`src/ptpps_cfg.svh`:
```
`ifndef PTPPS_CFG_SVH
`define PTPPS_CFG_SVH

// register indices; byte address is four times the index
`define PTPPS_IDX_FLAG    10'h00c
`define PTPPS_IDX_COUNT   10'h011
`define PTPPS_IDX_CTRL    10'h012
`define PTPPS_IDX_PERIOD  10'h092
`define PTPPS_AW          12
`define PTPPS_BYTE_LANE   2'h0

// reset values
`define PTPPS_COUNT_RST   8'h00
`define PTPPS_PERIOD_RST  8'hff
`define PTPPS_CTRL_RST    7'h00
`define PTPPS_FLAG_RST    1'h0

// control field layout
`define PTPPS_CTRL_MSB    6
`define PTPPS_POST_MSB    6
`define PTPPS_POST_LSB    3
`define PTPPS_RUN_BIT     2
`define PTPPS_PRE_MSB     1
`define PTPPS_PRE_LSB     0
`define PTPPS_FLAG_BIT    1

// divider terminal values and prescale select codes
`define PTPPS_Q_LAST      2'h3
`define PTPPS_PRE_SEL1    2'h0
`define PTPPS_PRE_SEL4    2'h1
`define PTPPS_PRE_DIV1    4'h0
`define PTPPS_PRE_DIV4    4'h3
`define PTPPS_PRE_DIV16   4'hf

`endif

```
`src/ptpps_pkg.sv`:
```
package ptpps_pkg;
   typedef logic [7:0]  ptpps_byte_t;
   typedef logic [3:0]  ptpps_nib_t;
   typedef logic [6:0]  ptpps_ctrl_t;
   typedef logic [31:0] ptpps_word_t;
endpackage

```
`src/ptpps_ratio_cnt.sv`:
```
`timescale 1ns/1ps
`default_nettype none
module ptpps_ratio_cnt #(
   parameter int W = 4
) (
   input  wire logic         clk,
   input  wire logic         rst_n,
   input  wire logic         ce,
   input  wire logic         clr,
   input  wire logic         step,
   input  wire logic [W-1:0] last,
   output wire logic         hit,
   output logic      [W-1:0] cnt_r
);
   logic [W-1:0] cnt_nxt;
   wire          at_last;

   assign at_last = (cnt_r == last);
   // clear beats a step so a cleared divider never reports a hit
   assign hit     = ce && step && !clr && at_last;
   assign cnt_nxt = at_last ? {W{1'b0}} : cnt_r + {{(W-1){1'b0}}, 1'b1};

   always_ff @(posedge clk)
   begin
      if (!rst_n)
         cnt_r <= {W{1'b0}};
      else if (ce)
      begin
         if (clr)
            cnt_r <= {W{1'b0}};
         else if (step)
            cnt_r <= cnt_nxt;
      end
   end
endmodule
`default_nettype wire

```
`src/ptpps_apb_slv.sv`:
```
`timescale 1ns/1ps
`default_nettype none
module ptpps_apb_slv (
   input  wire logic        clk,
   input  wire logic        rst_n,
   input  wire logic        ce,
   input  wire logic        psel,
   input  wire logic        penable,
   input  wire logic        pwrite,
   input  wire logic        miss,
   input  wire logic [31:0] rd_val,
   output wire logic        pready,
   output logic      [31:0] prdata_r,
   output logic             pslverr_r,
   output wire logic        wr_stb
);
   logic armed_r;
   wire  setup;
   wire  done;

   // a frozen block stalls the bus rather than dropping a write
   // a frozen setup edge costs one wait state, so stale data never goes out
   assign pready = ce && armed_r;
   assign setup  = psel && ce && !armed_r;
   assign done   = psel && penable && ce && armed_r;
   assign wr_stb = done && pwrite && !pslverr_r;

   // read data caught once per transfer so the output is a flop
   always_ff @(posedge clk)
   begin
      if (!rst_n)
      begin
         prdata_r  <= 32'h00000000;
         pslverr_r <= 1'b0;
         armed_r   <= 1'b0;
      end
      else if (setup)
      begin
         prdata_r  <= pwrite ? 32'h00000000 : rd_val;
         pslverr_r <= miss;
         armed_r   <= 1'b1;
      end
      else if (done)
         armed_r <= 1'b0;
   end
endmodule
`default_nettype wire

```
`src/ptpps_top.sv`:
```
`timescale 1ns/1ps
`default_nettype none
`include "ptpps_cfg.svh"
module ptpps_top (
   input  wire logic        CLK_SYS,
   input  wire logic        RST_N,
   input  wire logic        CE,
   input  wire logic        PSEL,
   input  wire logic        PENABLE,
   input  wire logic        PWRITE,
   input  wire logic [11:0] PADDR,
   input  wire logic [31:0] PWDATA,
   output logic      [31:0] PRDATA,
   output wire logic        PREADY,
   output logic             PSLVERR,
   output logic      [7:0]  TIMER_COUNT,
   output logic             PERIOD_MATCH,
   output logic             MATCH_FLAG
);
   ptpps_pkg::ptpps_byte_t count_r;
   ptpps_pkg::ptpps_byte_t count_nxt;
   ptpps_pkg::ptpps_byte_t period_r;
   ptpps_pkg::ptpps_ctrl_t ctrl_r;
   ptpps_pkg::ptpps_nib_t  pre_last;
   ptpps_pkg::ptpps_nib_t  pre_cnt;
   ptpps_pkg::ptpps_nib_t  post_cnt;
   ptpps_pkg::ptpps_nib_t  post_sel;
   ptpps_pkg::ptpps_word_t rd_val;
   logic                   flag_r;
   logic                   flag_nxt;
   logic                   match_r;
   logic [1:0]             q_cnt;
   logic [1:0]             pre_sel;

   wire q_hit;
   wire pre_hit;
   wire post_hit;
   wire match_hit;
   wire at_period;
   wire run;
   wire psc_clr;
   wire wr_stb;
   wire sel_flag;
   wire sel_count;
   wire sel_ctrl;
   wire sel_period;
   wire miss;
   wire cnt_wr;
   wire ctl_wr;
   wire per_wr;
   wire flag_wr;

   // address decode
   assign sel_flag   = (PADDR == {`PTPPS_IDX_FLAG, `PTPPS_BYTE_LANE});
   assign sel_count  = (PADDR == {`PTPPS_IDX_COUNT, `PTPPS_BYTE_LANE});
   assign sel_ctrl   = (PADDR == {`PTPPS_IDX_CTRL, `PTPPS_BYTE_LANE});
   assign sel_period = (PADDR == {`PTPPS_IDX_PERIOD, `PTPPS_BYTE_LANE});
   assign miss       = !(sel_flag || sel_count || sel_ctrl || sel_period);

   assign cnt_wr  = wr_stb && sel_count;
   assign ctl_wr  = wr_stb && sel_ctrl;
   assign per_wr  = wr_stb && sel_period;
   assign flag_wr = wr_stb && sel_flag;

   // control fields
   assign run      = ctrl_r[`PTPPS_RUN_BIT];
   assign pre_sel  = ctrl_r[`PTPPS_PRE_MSB:`PTPPS_PRE_LSB];
   assign post_sel = ctrl_r[`PTPPS_POST_MSB:`PTPPS_POST_LSB];

   // read mux; unused upper bits and control bit 7 read zero
   assign rd_val = sel_count  ? {24'h000000, count_r} :
                   sel_period ? {24'h000000, period_r} :
                   sel_ctrl   ? {25'h0000000, ctrl_r} :
                   sel_flag   ? {30'h00000000, flag_r, 1'h0} :
                                32'h00000000;

   ptpps_apb_slv u_apb (
      .clk       (CLK_SYS),
      .rst_n     (RST_N),
      .ce        (CE),
      .psel      (PSEL),
      .penable   (PENABLE),
      .pwrite    (PWRITE),
      .miss      (miss),
      .rd_val    (rd_val),
      .pready    (PREADY),
      .prdata_r  (PRDATA),
      .pslverr_r (PSLVERR),
      .wr_stb    (wr_stb)
   );

   // instruction-rate tick from the system clock
   ptpps_ratio_cnt #(.W(2)) u_qdiv (
      .clk   (CLK_SYS),
      .rst_n (RST_N),
      .ce    (CE),
      .clr   (1'b0),
      .step  (1'b1),
      .last  (`PTPPS_Q_LAST),
      .hit   (q_hit),
      .cnt_r (q_cnt)
   );

   assign pre_last = (pre_sel == `PTPPS_PRE_SEL1) ? `PTPPS_PRE_DIV1 :
                     (pre_sel == `PTPPS_PRE_SEL4) ? `PTPPS_PRE_DIV4 :
                                                    `PTPPS_PRE_DIV16;

   // only count and control writes that land clear the dividers; a refused access does not
   assign psc_clr = cnt_wr || ctl_wr;

   ptpps_ratio_cnt #(.W(4)) u_pre (
      .clk   (CLK_SYS),
      .rst_n (RST_N),
      .ce    (CE),
      .clr   (psc_clr),
      .step  (q_hit && run),
      .last  (pre_last),
      .hit   (pre_hit),
      .cnt_r (pre_cnt)
   );

   assign at_period = (count_r == period_r);
   assign match_hit = pre_hit && at_period;
   assign count_nxt = at_period ? `PTPPS_COUNT_RST : count_r + 8'h01;

   ptpps_ratio_cnt #(.W(4)) u_post (
      .clk   (CLK_SYS),
      .rst_n (RST_N),
      .ce    (CE),
      .clr   (psc_clr),
      .step  (match_hit),
      .last  (post_sel),
      .hit   (post_hit),
      .cnt_r (post_cnt)
   );

   // hardware set wins over a software clear in the same cycle
   assign flag_nxt = post_hit || (flag_wr ? PWDATA[`PTPPS_FLAG_BIT] : flag_r);

   always_ff @(posedge CLK_SYS)
   begin
      if (!RST_N)
         count_r <= `PTPPS_COUNT_RST;
      else if (CE)
      begin
         if (cnt_wr)
            count_r <= PWDATA[7:0];
         else if (pre_hit)
            count_r <= count_nxt;
      end
   end

   always_ff @(posedge CLK_SYS)
   begin
      if (!RST_N)
      begin
         period_r <= `PTPPS_PERIOD_RST;
         ctrl_r   <= `PTPPS_CTRL_RST;
      end
      else if (CE)
      begin
         if (per_wr)
            period_r <= PWDATA[7:0];
         if (ctl_wr)
            ctrl_r <= PWDATA[`PTPPS_CTRL_MSB:0];
      end
   end

   always_ff @(posedge CLK_SYS)
   begin
      if (!RST_N)
      begin
         flag_r  <= `PTPPS_FLAG_RST;
         match_r <= 1'b0;
      end
      else if (CE)
      begin
         flag_r  <= flag_nxt;
         match_r <= match_hit;
      end
   end

   // count and match leave as flops for the serial port and pwm unit
   assign TIMER_COUNT  = count_r;
   assign PERIOD_MATCH = match_r;
   assign MATCH_FLAG   = flag_r;
endmodule
`default_nettype wire

```
`config.mk`:
```
export PLATFORM = sky130hd
export DESIGN_NAME = ptpps_top
export DESIGN_NICKNAME = d
export VERILOG_FILES = /design/src/ptpps_pkg.sv /design/src/ptpps_ratio_cnt.sv /design/src/ptpps_apb_slv.sv /design/src/ptpps_top.sv
export VERILOG_INCLUDE_DIRS = /design/src
export SDC_FILE = /design/constraint.sdc
export NUM_CORES = 1
export LEC_CHECK = 0
export ABC_AREA = 1
export BUFFER_PORTS_ARGS = -buffer_cell sky130_fd_sc_hd__buf_4
export CORE_AREA = 2 2 77 79
export CTS_BUF_LIST = sky130_fd_sc_hd__clkbuf_8
export DETAILED_ROUTE_END_ITERATION = 8
export DIE_AREA = 0 0 79 81
export GPL_TIMING_DRIVEN = 0
export PLACE_DENSITY = 0.85
export SLEW_MARGIN = 20
export SYNTH_ARGS = -nofsm -noshare
export SYNTH_HDL_FRONTEND = slang
export SYNTH_SLANG_ARGS = --single-unit
```
`constraint.sdc`:
```
create_clock -name CLK_SYS -period 3.85 [get_ports CLK_SYS]
set_clock_uncertainty 0.05 [all_clocks]
set_input_delay 0 -clock CLK_SYS [delete_from_list [all_inputs] [get_ports CLK_SYS]]
set_output_delay 0 -clock CLK_SYS [all_outputs]
set_load 0.02 [all_outputs]
```
==> impl_metrics.csv, run 1 <==
group,metric,value,unit
floorplanning,io_pins,94,
logic_synthesis,yosys-top-cells-count,"108 x nand2_1, 50 x nor2_1, 45 x dfxtp_1",
setup_path,required,4040,ps
setup_path,crit_path_start_kind,"input port",
detailed_routing,routed_wl,6850,um
finish,post-route-util,0.603,
logic_synthesis,synth-seq-area-share,0.330,
clocking,post_cts_resized,0,
global_route,grt_pass1_wl,10700,um
power,pwr-share-clk,0.331,
clocking,cts_buffers,5,
floorplanning,core,5680,um2
setup_path,slowest_stage,"dlygate4sd3_1",
setup_path,end_kind,"register",
clocking,cts_tree,"yes",
timing,fin_crit_sh,0.470,
timing,final-hold-violation-count,0,
logic_synthesis,synth-async-reset-ratio,0,
clocking,path_clk_slew,90,ps
power,seqPwrFrac,0.543,
clocking,cts.htree.levels,2,
finish,final_nets,551,
logic_synthesis,yosys.cell_types.count,29,
clocking,clk_latency,300,ps
timing,setup_violations,0,
power,p_per_area,253,nW/um2
setup_path,rrSetupSlack,2060,ps
setup_path,crit_arrival,2000,ps
global_route,grt_pass1_vias,2389,
detailed_routing,drt-vias-per-instance,4.94,
clocking,holdBufCountCts,10,
global_route,antenna_found_initial,0,
finish,multi_input_area,1530,um2
logic_synthesis,yosys.cell_count.top_type,"nand2_1",
global_route,grt_max_degree,14,
logic_synthesis,synthTopCellsByArea,"dfxtp_1 33%, nand2_1 15%, buf_4 6.9%, nor2_1 6.9%, a21oi_1 6.2%",
floorplanning,initial_core_util,0.481,
logic_synthesis,synth_edf_count,0,
setup_path,slowest_delay,520,ps
place,hpwl,5260,um
power,power,0.866,mW
power,p_switching,0.226,mW
job,max-cap-violations,0,
logic_synthesis,synth-main-ff-cell,"dfxtp_1",
detailed_routing,vias,2829,
finish,diodes,0,
logic_synthesis,yosysTopAreaCellShare,0.330,
finish,drive_gt1_frac,0.193,
power,sw_frac_of_total,0.261,
timing,setup_tns,0,ps
place,numPortBuffers,44,
logic_synthesis,synthesis.area,2730,um2
logic_synthesis,yosys_warnings,0,
finish,fill_cells,561,
setup_path,path_cells,"dlygate4sd3_1, buf_4, inv_1, nor3_1, inv_1, nor2_1, inv_1, a21oi_1, nand2_1, a21oi_1",
clocking,clk_path_buf_depth,2,
setup_path,cpLargestDelayFamily,"buffers and inverters",
global_route,grt-ovfl-total,0,
logic_synthesis,synthCells,413,
finish,syn2layout_area_growth,25.4,%
setup_path,criticalPathCategory,"in -> reg",
global_route,grt_usage,0.211,
detailed_routing,ant_nets,0,
floorplanning,fp.dieW,79,um
setup_path,critPathBufInv,5,
power,combPwrFrac,0.126,
clocking,cts-root-buf,"clkbuf_8",
clocking,cts_setup_buffers,0,
finish,regArea,901,um2
timing,drv_slew,0,
timing,max_freq,552,MHz
floorplanning,die-area,6400,um2
timing,period_minus_slack,1810,ps
power,internal_power,0.640,mW
status,status,"completed",
clocking,clkSinkCount,45,
timing,worst_pin_slew,548,ps
detailed_routing,wl_per_cell,12.0,um
floorplanning,rows,28,
detailed_routing,drtPass1Iterations,5,
hold_path,hp-class,"in -> reg",
power,p_leak,1.67,nW
setup_path,crit_fanout,7,
power,peakVddDrop,144,uV
floorplanning,die_y,81,um
setup_path,crit_top_cell,"inv_1",
timing,relSlewSlack,0.632,
logic_synthesis,synth.largest_area_cell,"dfxtp_1",
logic_synthesis,synth.avg_cell_area,6.60,um2
timing,whs,6.18,ps
place,place.gp.congestion,0.866,
detailed_routing,route.detailed.drc,0,
logic_synthesis,ys_ff_latch,45,
detailed_routing,drt_iter0_drc,191,
timing,rsz0062_at_grt,"no",
per-stage QoR:
step,area [um2],setup WS [ps],cells
4_1_cts,3420,2030,573
2_1_floorplan,2810,2270,436
6_report,3420,2040,573
5_1_grt,3420,1850,573
3_5_place_dp,3240,2150,555
3_3_place_gp,3240,2170,555
power groups by stage:
stage	clock network, mW	registers [mW]	logic (mW)
after global placement	0	0.481	0.0979
after CTS	0.295	0.470	0.108
after detailed placement	0	0.481	0.0997
final	0.287	0.470	0.109
after floorplan	0	0.482	0.0641
after global routing	0.313	0.471	0.117
state kept, by name (all words and copies together), names as in the netlist:
| register | count |
|---|---|
| u_post.cnt_r | 4 |
| period_r | 8 |
| MATCH_FLAG | 1 |
| u_pre.cnt_r | 4 |
| ctrl_r | 7 |
| TIMER_COUNT | 8 |
| PERIOD_MATCH | 1 |
| u_qdiv.cnt_r | 2 |
| u_apb.armed_r | 1 |
| u_apb.prdata_r | 8 |
| u_apb.pslverr_r | 1 |
worst reg2reg max path, delay by kind of cell, from the launching register on:
kind | cells | cell delay, ps
simple gates | 8 | 820
flops | 1 | 480
buf+inv | 2 | 240
compound gates | 1 | 110
routing by layer:
metal / wire length, um / track usage / vias up
met3: 470 / 0.0433 / 14
met1: 2850 / 0.256 / 1260
met4: 143 / 0.0690 / 0
li1: - / - / 1447
met5: 0 / 0 / -
met2: 3390 / 0.376 / 108
worst paths after layout:
path | start | to | cells after the start
worst max register to register | TIMER_COUNT[3] | TIMER_COUNT[0] | 11
worst min register to register | PERIOD_MATCH | PERIOD_MATCH | 2
worst max-delay path | CE | u_apb.prdata_r[2] | 10
worst min-delay path | PSEL | u_apb.armed_r | 4
logic make-up after synthesis:
logic type      share of synthesized area
xor+xnor                           0.0353
compound gates                      0.144
buf+inv                             0.139
fa+ha+maj                          0.0183
flops                               0.330
simple gates                        0.332
other cells                       0.00137
area by class of cell:
| class | instances | share of cell area |
|---|---|---|
| multi-input cells | 317 | 0.448 |
| flip-flops and latches | 45 | 0.263 |
| repair buffers | 54 | 0.126 |
| plain buffers | 33 | 0.0662 |
| inverters | 41 | 0.0450 |
| well taps | 75 | 0.0274 |
| clock buffers | 5 | 0.0201 |
| clock inverters | 3 | 0.00402 |
cells in the final DEF (no fill, tap or decap), drive strengths merged:
| master | count |
|---|---|
| a31oi | 1 |
| nand2 | 109 |
| buf | 72 |
| nor2 | 60 |
| nand3 | 25 |
| inv | 41 |
| dfxtp | 45 |
| clkbuf | 10 |
| conb | 24 |
| o211ai | 11 |
| nor3 | 6 |
| a21oi | 34 |
| dlygate4sd3 | 10 |
| xor2 | 7 |
| o21ai | 25 |
| o21bai | 1 |
| clkinv | 3 |
| ha | 4 |
| nand3b | 1 |
| xnor2 | 4 |
| nand4 | 5 |
(Power assumes the default switching activity.)
==> inputs of run 2 (changes only) <==
Settings changed: ABC_AREA 1 to 0, CORE_AREA 2 2 77 79 to 2 2 80 82, DIE_AREA 0 0 79 81 to 0 0 82 84, PLACE_DENSITY 0.85 to 0.82.
Clock period 3.85 ns to 1.5 ns, I/O delays scaled along.
==> impl_metrics.csv, run 2 <==
group,metric,value,unit
detailed_routing,route.detailed.drc,1,
clocking,cts.htree.levels,2,
logic_synthesis,yosys.cell_count.top_type,"nand2_1",
global_route,grt_usage,0.224,
power,internal_power,1.83,mW
logic_synthesis,ys_ff_latch,45,
status,status,"complete, but fails checks",
detailed_routing,drt_iter0_drc,306,
power,seqPwrFrac,0.487,
global_route,grt_pass1_wl,12000,um
global_route,grt-ovfl-total,0,
logic_synthesis,yosys-top-cells-count,"49 x nand2_1, 45 x dfxtp_1, 27 x buf_4",
setup_path,cp-startpoint,"u_qdiv.cnt_r[0]",
floorplanning,rows,29,
logic_synthesis,synth_edf_count,0,
power,sw_frac_of_total,0.257,
power,p_per_area,641,nW/um2
finish,fill_cells,500,
setup_path,rr_worst_depth,6,
logic_synthesis,yosys.cell_types.count,62,
clocking,cts-root-buf,"clkbuf_8",
setup_path,required,1660,ps
logic_synthesis,synth.avg_cell_area,8.41,um2
floorplanning,die_y,84,um
detailed_routing,vias,2917,
hold_path,hp-class,"in -> reg",
clocking,cts_tree,"yes",
logic_synthesis,yosys.area_share.adder,0.0184,
setup_path,end_kind,"register",
detailed_routing,wl_per_cell,17.0,um
setup_path,rrSetupSlack,-410,ps
place,place.gp.congestion,0.883,
logic_synthesis,synth_compound_area_frac,0.212,
floorplanning,core,6100,um2
timing,relSlewSlack,0.585,
logic_synthesis,synth-seq-area-share,0.330,
power,p_switching,0.634,mW
setup_path,crit_arrival,2080,ps
timing,whs,78.3,ps
clocking,clk_latency,310,ps
logic_synthesis,synth-async-reset-ratio,0,
clocking,clk_path_buf_depth,2,
clocking,path_clk_slew,100,ps
detailed_routing,drt-vias-per-instance,5.83,
finish,drive_gt1_frac,0.378,
logic_synthesis,synth.largest_area_cell,"dfxtp_1",
timing,rsz0062_at_grt,"yes",
timing,worst_pin_slew,613,ps
timing,fin_crit_sh,1.28,
power,power,2.46,mW
status,violations,"design-rule violations, negative setup slack",
logic_synthesis,synthCells,324,
power,p_leak,1.57,nW
detailed_routing,drtPass1Iterations,9,
setup_path,criticalPathCategory,"reg -> reg",
detailed_routing,ant_nets,0,
timing,setup_slack,-413,ps
place,hpwl,5350,um
finish,layout_common_cells,"82 x buf_4, 48 x nand2_1, 29 x dfxtp_1",
floorplanning,fp.dieW,82,um
timing,setup_violations,25,
logic_synthesis,synthMuxAreaShare,0.0151,
place,numPortBuffers,44,
power,pwr-share-clk,0.388,
logic_synthesis,synth_top_family_by_area,"simple AND/OR/NAND/NOR gates",
finish,diodes,0,
global_route,grt_pass1_vias,2495,
logic_synthesis,yosys.area_share.simple,0.284,
logic_synthesis,yosysTopAreaCellShare,0.330,
timing,max_freq,523,MHz
timing,period_minus_slack,1910,ps
clocking,clkSinkCount,45,
logic_synthesis,yosys_warnings,0,
logic_synthesis,synth-xor-area-share,0.0482,
floorplanning,io_pins,94,
floorplanning,die-area,6890,um2
power,combPwrFrac,0.125,
global_route,grt_max_degree,15,
finish,final_common_cell,"buf_4",
clocking,cts_buffers,5,
logic_synthesis,synthesis.area,2730,um2
setup_path,crit_end,"TIMER_COUNT[3]",
timing,final-hold-violation-count,0,
detailed_routing,routed_wl,8500,um
power,peakVddDrop,476,uV
logic_synthesis,synth-main-ff-cell,"dfxtp_1",
global_route,antenna_found_initial,0,
floorplanning,initial_core_util,0.447,
timing,drv_slew,0,
setup_path,crit_fanout,8,
job,max-cap-violations,0,
logic_synthesis,synthTopCellsByArea,"dfxtp_1 33%, buf_4 7.4%, nand2_1 6.7%, o21ai_0 4.6%, nand3_1 4.0%",
setup_path,worstReg2RegStart,"u_qdiv.cnt_r[0]",
setup_path,crit_path_start_kind,"register",
finish,syn2layout_area_growth,40.9,%
finish,final_nets,476,
setup_path,r2r-end,"TIMER_COUNT[3]",
## run 2: changes by cell type after synthesis, sizes merged, moves of 6 or more
cell / change
a31oi: +7
o211ai: -10
inv: -39
a21oi: -27
nor2b: +8
nand2: -59
nor2: -51
a221oi: +6
a21boi: +11
and2: +9
## run 2: worst max-delay path: stages (launching register included)
cell	delay (ps)
dfxtp_1	360
ha_2	260
nand3_4	130
a211oi_2	320
a2bb2oi_4	290
nand3_1	130
a31oi_1	270
## run 2: layer usage
layer / wire length [um] / global-route usage
met4: 396 / 0.0682
met3: 766 / 0.0455
met5: 0 / 0
met2: 4190 / 0.377
met1: 3150 / 0.283
## run 2: kinds of logic after synthesis
logic type | Yosys count
adder cells (fa/ha/maj) | 4
XOR/XNOR | 15
AND/OR/NAND/NOR | 135
AO/OA/AOI/OAI | 82
multiplexers | 4
flip-flops | 45
buffers and inverters | 38
other | 1
## run 2: through the flow
stage / utilization / area, um2 / setup WS [ps] / instances / setup TNS [ps]
2_1_floorplan: - / 2880 / -267 / 347 / -1770
3_3_place_gp: 0.542 / 3310 / -485 / 468 / -8540
3_5_place_dp: 0.542 / 3310 / -479 / 468 / -9300
4_1_cts: 0.596 / 3640 / -303 / 493 / -3600
5_1_grt: 0.630 / 3840 / -506 / 500 / -6290
6_report: 0.630 / 3840 / -413 / 500 / -4450
## run 2: repair_timing
action,4_1_cts,5_1_grt
buffers inserted,9,7
hold endpoints to repair,26,0
resized for setup,17,34
pin swaps,9,14
setup endpoints to repair,30,38
hold buffers,9,0
gates cloned,0,0
## run 2: final cells by class
class / instances / area, um2 / area share
clock inverter: 3 / 42.5 / 0.0111
clock buffer: 5 / 68.8 / 0.0179
timing repair buffer: 69 / 552 / 0.144
buffer: 36 / 248 / 0.0645
multi-input combinational: 264 / 1890 / 0.493
tap: 77 / 96.3 / 0.0251
sequential: 45 / 936 / 0.244
inverter: 1 / 3.75 / 0.000977
## run 2: power groups by stage
stage               Clock (mW)  Combinational, mW  Sequential, mW
finish                   0.954              0.308            1.20
global placement             0              0.268            1.23
CTS                      0.946              0.293            1.20
floorplan                    0              0.175            1.24
detailed placement           0              0.271            1.24
global route              1.00              0.329            1.20
## run 2: worst min-delay path by stage
| stage | startpoint | end | slack [ps] | cells past startpoint |
|---|---|---|---|---|
| global route | CE | u_qdiv.cnt_r[0] | 100 | 3 |
| CTS | CE | PERIOD_MATCH | 90 | 3 |
| floorplan | PWDATA[0] | period_r[0] | 70 | 2 |
| finish | PENABLE | u_apb.armed_r | 80 | 4 |
| global placement | PWDATA[7] | period_r[7] | 170 | 3 |
| detailed placement | PWDATA[7] | period_r[7] | 170 | 3 |
==> inputs of run 3 (changes only) <==
Settings changed: CELL_PAD_IN_SITES_DETAIL_PLACEMENT set to 0, CELL_PAD_IN_SITES_GLOBAL_PLACEMENT set to 1, CORE_AREA 2 2 80 82 to 2 2 93 95, DIE_AREA 0 0 82 84 to 0 0 95 97, PLACE_DENSITY 0.82 to 0.83.
==> impl_metrics.csv, run 3 (same netlist as run 2, synthesis figures left out) <==
group,metric,value,unit
status,status,"complete, but fails checks",
status,violations,"negative setup slack",
setup_path,critPathBufInv,0,
global_route,grt_pass1_wl,12600,um
power,p_switching,0.616,mW
timing,drv_slew,0,
setup_path,crit_fanout,3,
global_route,grt_usage,0.172,
power,internal_power,1.99,mW
place,numPortBuffers,44,
power,peakVddDrop,405,uV
setup_path,slowest_stage,"or4_4",
clocking,cts.htree.levels,2,
timing,setup_tns,-3660,ps
timing,setup_violations,16,
detailed_routing,routed_wl,7880,um
floorplanning,io_pins,94,
clocking,cts_buffers,5,
power,sw_frac_of_total,0.236,
global_route,grt_pass1_vias,2501,
clocking,cts_tree,"yes",
setup_path,crit_path_start_kind,"register",
power,p_leak,1.59,nW
power,p_per_area,671,nW/um2
timing,worst_pin_slew,553,ps
floorplanning,die_y,97,um
global_route,grt-ovfl-total,0,
floorplanning,core,8130,um2
finish,layout_common_cells,"81 x buf_4, 47 x nand2_1, 31 x dfxtp_1",
detailed_routing,wl_per_cell,14.9,um
clocking,clk_path_buf_depth,2,
clocking,cts-root-buf,"clkbuf_8",
finish,fill_cells,775,
timing,final-hold-violation-count,0,
finish,drive_gt1_frac,0.375,
floorplanning,rows,33,
timing,fin_crit_sh,1.21,
floorplanning,die-area,9220,um2
finish,final_nets,477,
detailed_routing,vias,2665,
setup_path,slowest_delay,500,ps
detailed_routing,drt-vias-per-instance,5.04,
setup_path,crit_arrival,2010,ps
timing,setup_slack,-312,ps
floorplanning,fp.dieW,95,um
setup_path,criticalPathCategory,"reg -> reg",
detailed_routing,route.detailed.drc,0,
timing,period_minus_slack,1810,ps
setup_path,path_cells,"or3_4, a21oi_4, o21ai_4, or4_4, a21boi_2",
power,pwr-share-clk,0.423,
hold_path,hp-class,"in -> reg",
detailed_routing,ant_nets,0,
detailed_routing,drt_iter0_drc,151,
place,place.gp.congestion,0.823,
setup_path,end_kind,"register",
power,combPwrFrac,0.118,
job,max-cap-violations,0,
detailed_routing,drtPass1Iterations,4,
clocking,path_clk_slew,90,ps
finish,syn2layout_area_growth,42.7,%
setup_path,required,1700,ps
finish,final_common_cell,"buf_4",
finish,diodes,0,
floorplanning,initial_core_util,0.335,
global_route,antenna_found_initial,0,
clocking,clkSinkCount,45,
clocking,clk_latency,300,ps
timing,relSlewSlack,0.626,
global_route,grt_max_degree,15,
timing,max_freq,552,MHz
setup_path,cpLargestDelayFamily,"simple AND/OR/NAND/NOR gates",
power,seqPwrFrac,0.458,
timing,rsz0062_at_grt,"yes",
place,hpwl,5660,um
power,power,2.61,mW
run 3: layout make-up:
class	instances	area (um2)	share of cell area
inverters	1	3.75	0.000965
plain buffers	36	249	0.0640
repair buffers	70	567	0.146
clock buffers	5	68.8	0.0177
flip-flops and latches	45	938	0.241
clock inverters	3	65.1	0.0167
multi-input cells	264	1870	0.480
well taps	105	131	0.0338
run 3: final timing paths:
kind	startpoint	to	slack (ps)	depth (start not counted)
max	ctrl_r[1]	MATCH_FLAG	-310	5
min	CE	u_qdiv.cnt_r[1]	60	3
max reg2reg	ctrl_r[1]	MATCH_FLAG	-310	5
min reg2reg	u_apb.armed_r	u_apb.armed_r	440	2
run 3: what timing repair did:
item,in CTS,in global routing
gates cloned,0,0
resized for setup,23,32
endpoints found under the setup margin,37,37
endpoints found under the hold margin,23,0
pin swaps,9,12
hold buffers,9,0
setup buffers,9,8
run 3: power groups by stage:
stage | Sequential, mW | Combinational [mW] | Clock [mW]
CTS | 1.20 | 0.297 | 1.12
global placement | 1.24 | 0.272 | 0
detailed placement | 1.24 | 0.275 | 0
floorplan | 1.24 | 0.175 | 0
global route | 1.20 | 0.334 | 1.16
finish | 1.20 | 0.309 | 1.11
run 3: per-stage QoR:
| step | worst slack (ps) | hold slack [ps] | cells | util | cell area (um2) |
|---|---|---|---|---|---|
| 3_5_place_dp | -534 | 188 | 496 | 0.411 | 3340 |
| 6_report | -312 | 63.4 | 529 | 0.478 | 3890 |
| 4_1_cts | -315 | 67.8 | 521 | 0.457 | 3710 |
| 2_1_floorplan | -267 | 74.1 | 347 | - | 2880 |
| 5_1_grt | -347 | 97.6 | 529 | 0.478 | 3890 |
| 3_3_place_gp | -491 | 176 | 496 | 0.411 | 3340 |
run 3: worst reg2reg max path, stage by stage, from the launching register on:
cell and delay (ps):
dfxtp_4 360, or3_4 420, a21oi_4 200, o21ai_4 100, or4_4 500, a21boi_2 120
run 3: per-layer routing:
| layer | track usage | vias up | wire [um] |
|---|---|---|---|
| met5 | 0 | - | 0 |
| met1 | 0.219 | 1251 | 3480 |
| met3 | 0.0296 | 8 | 387 |
| met4 | 0.0479 | 0 | 99 |
| li1 | - | 1323 | - |
| met2 | 0.295 | 83 | 3910 |
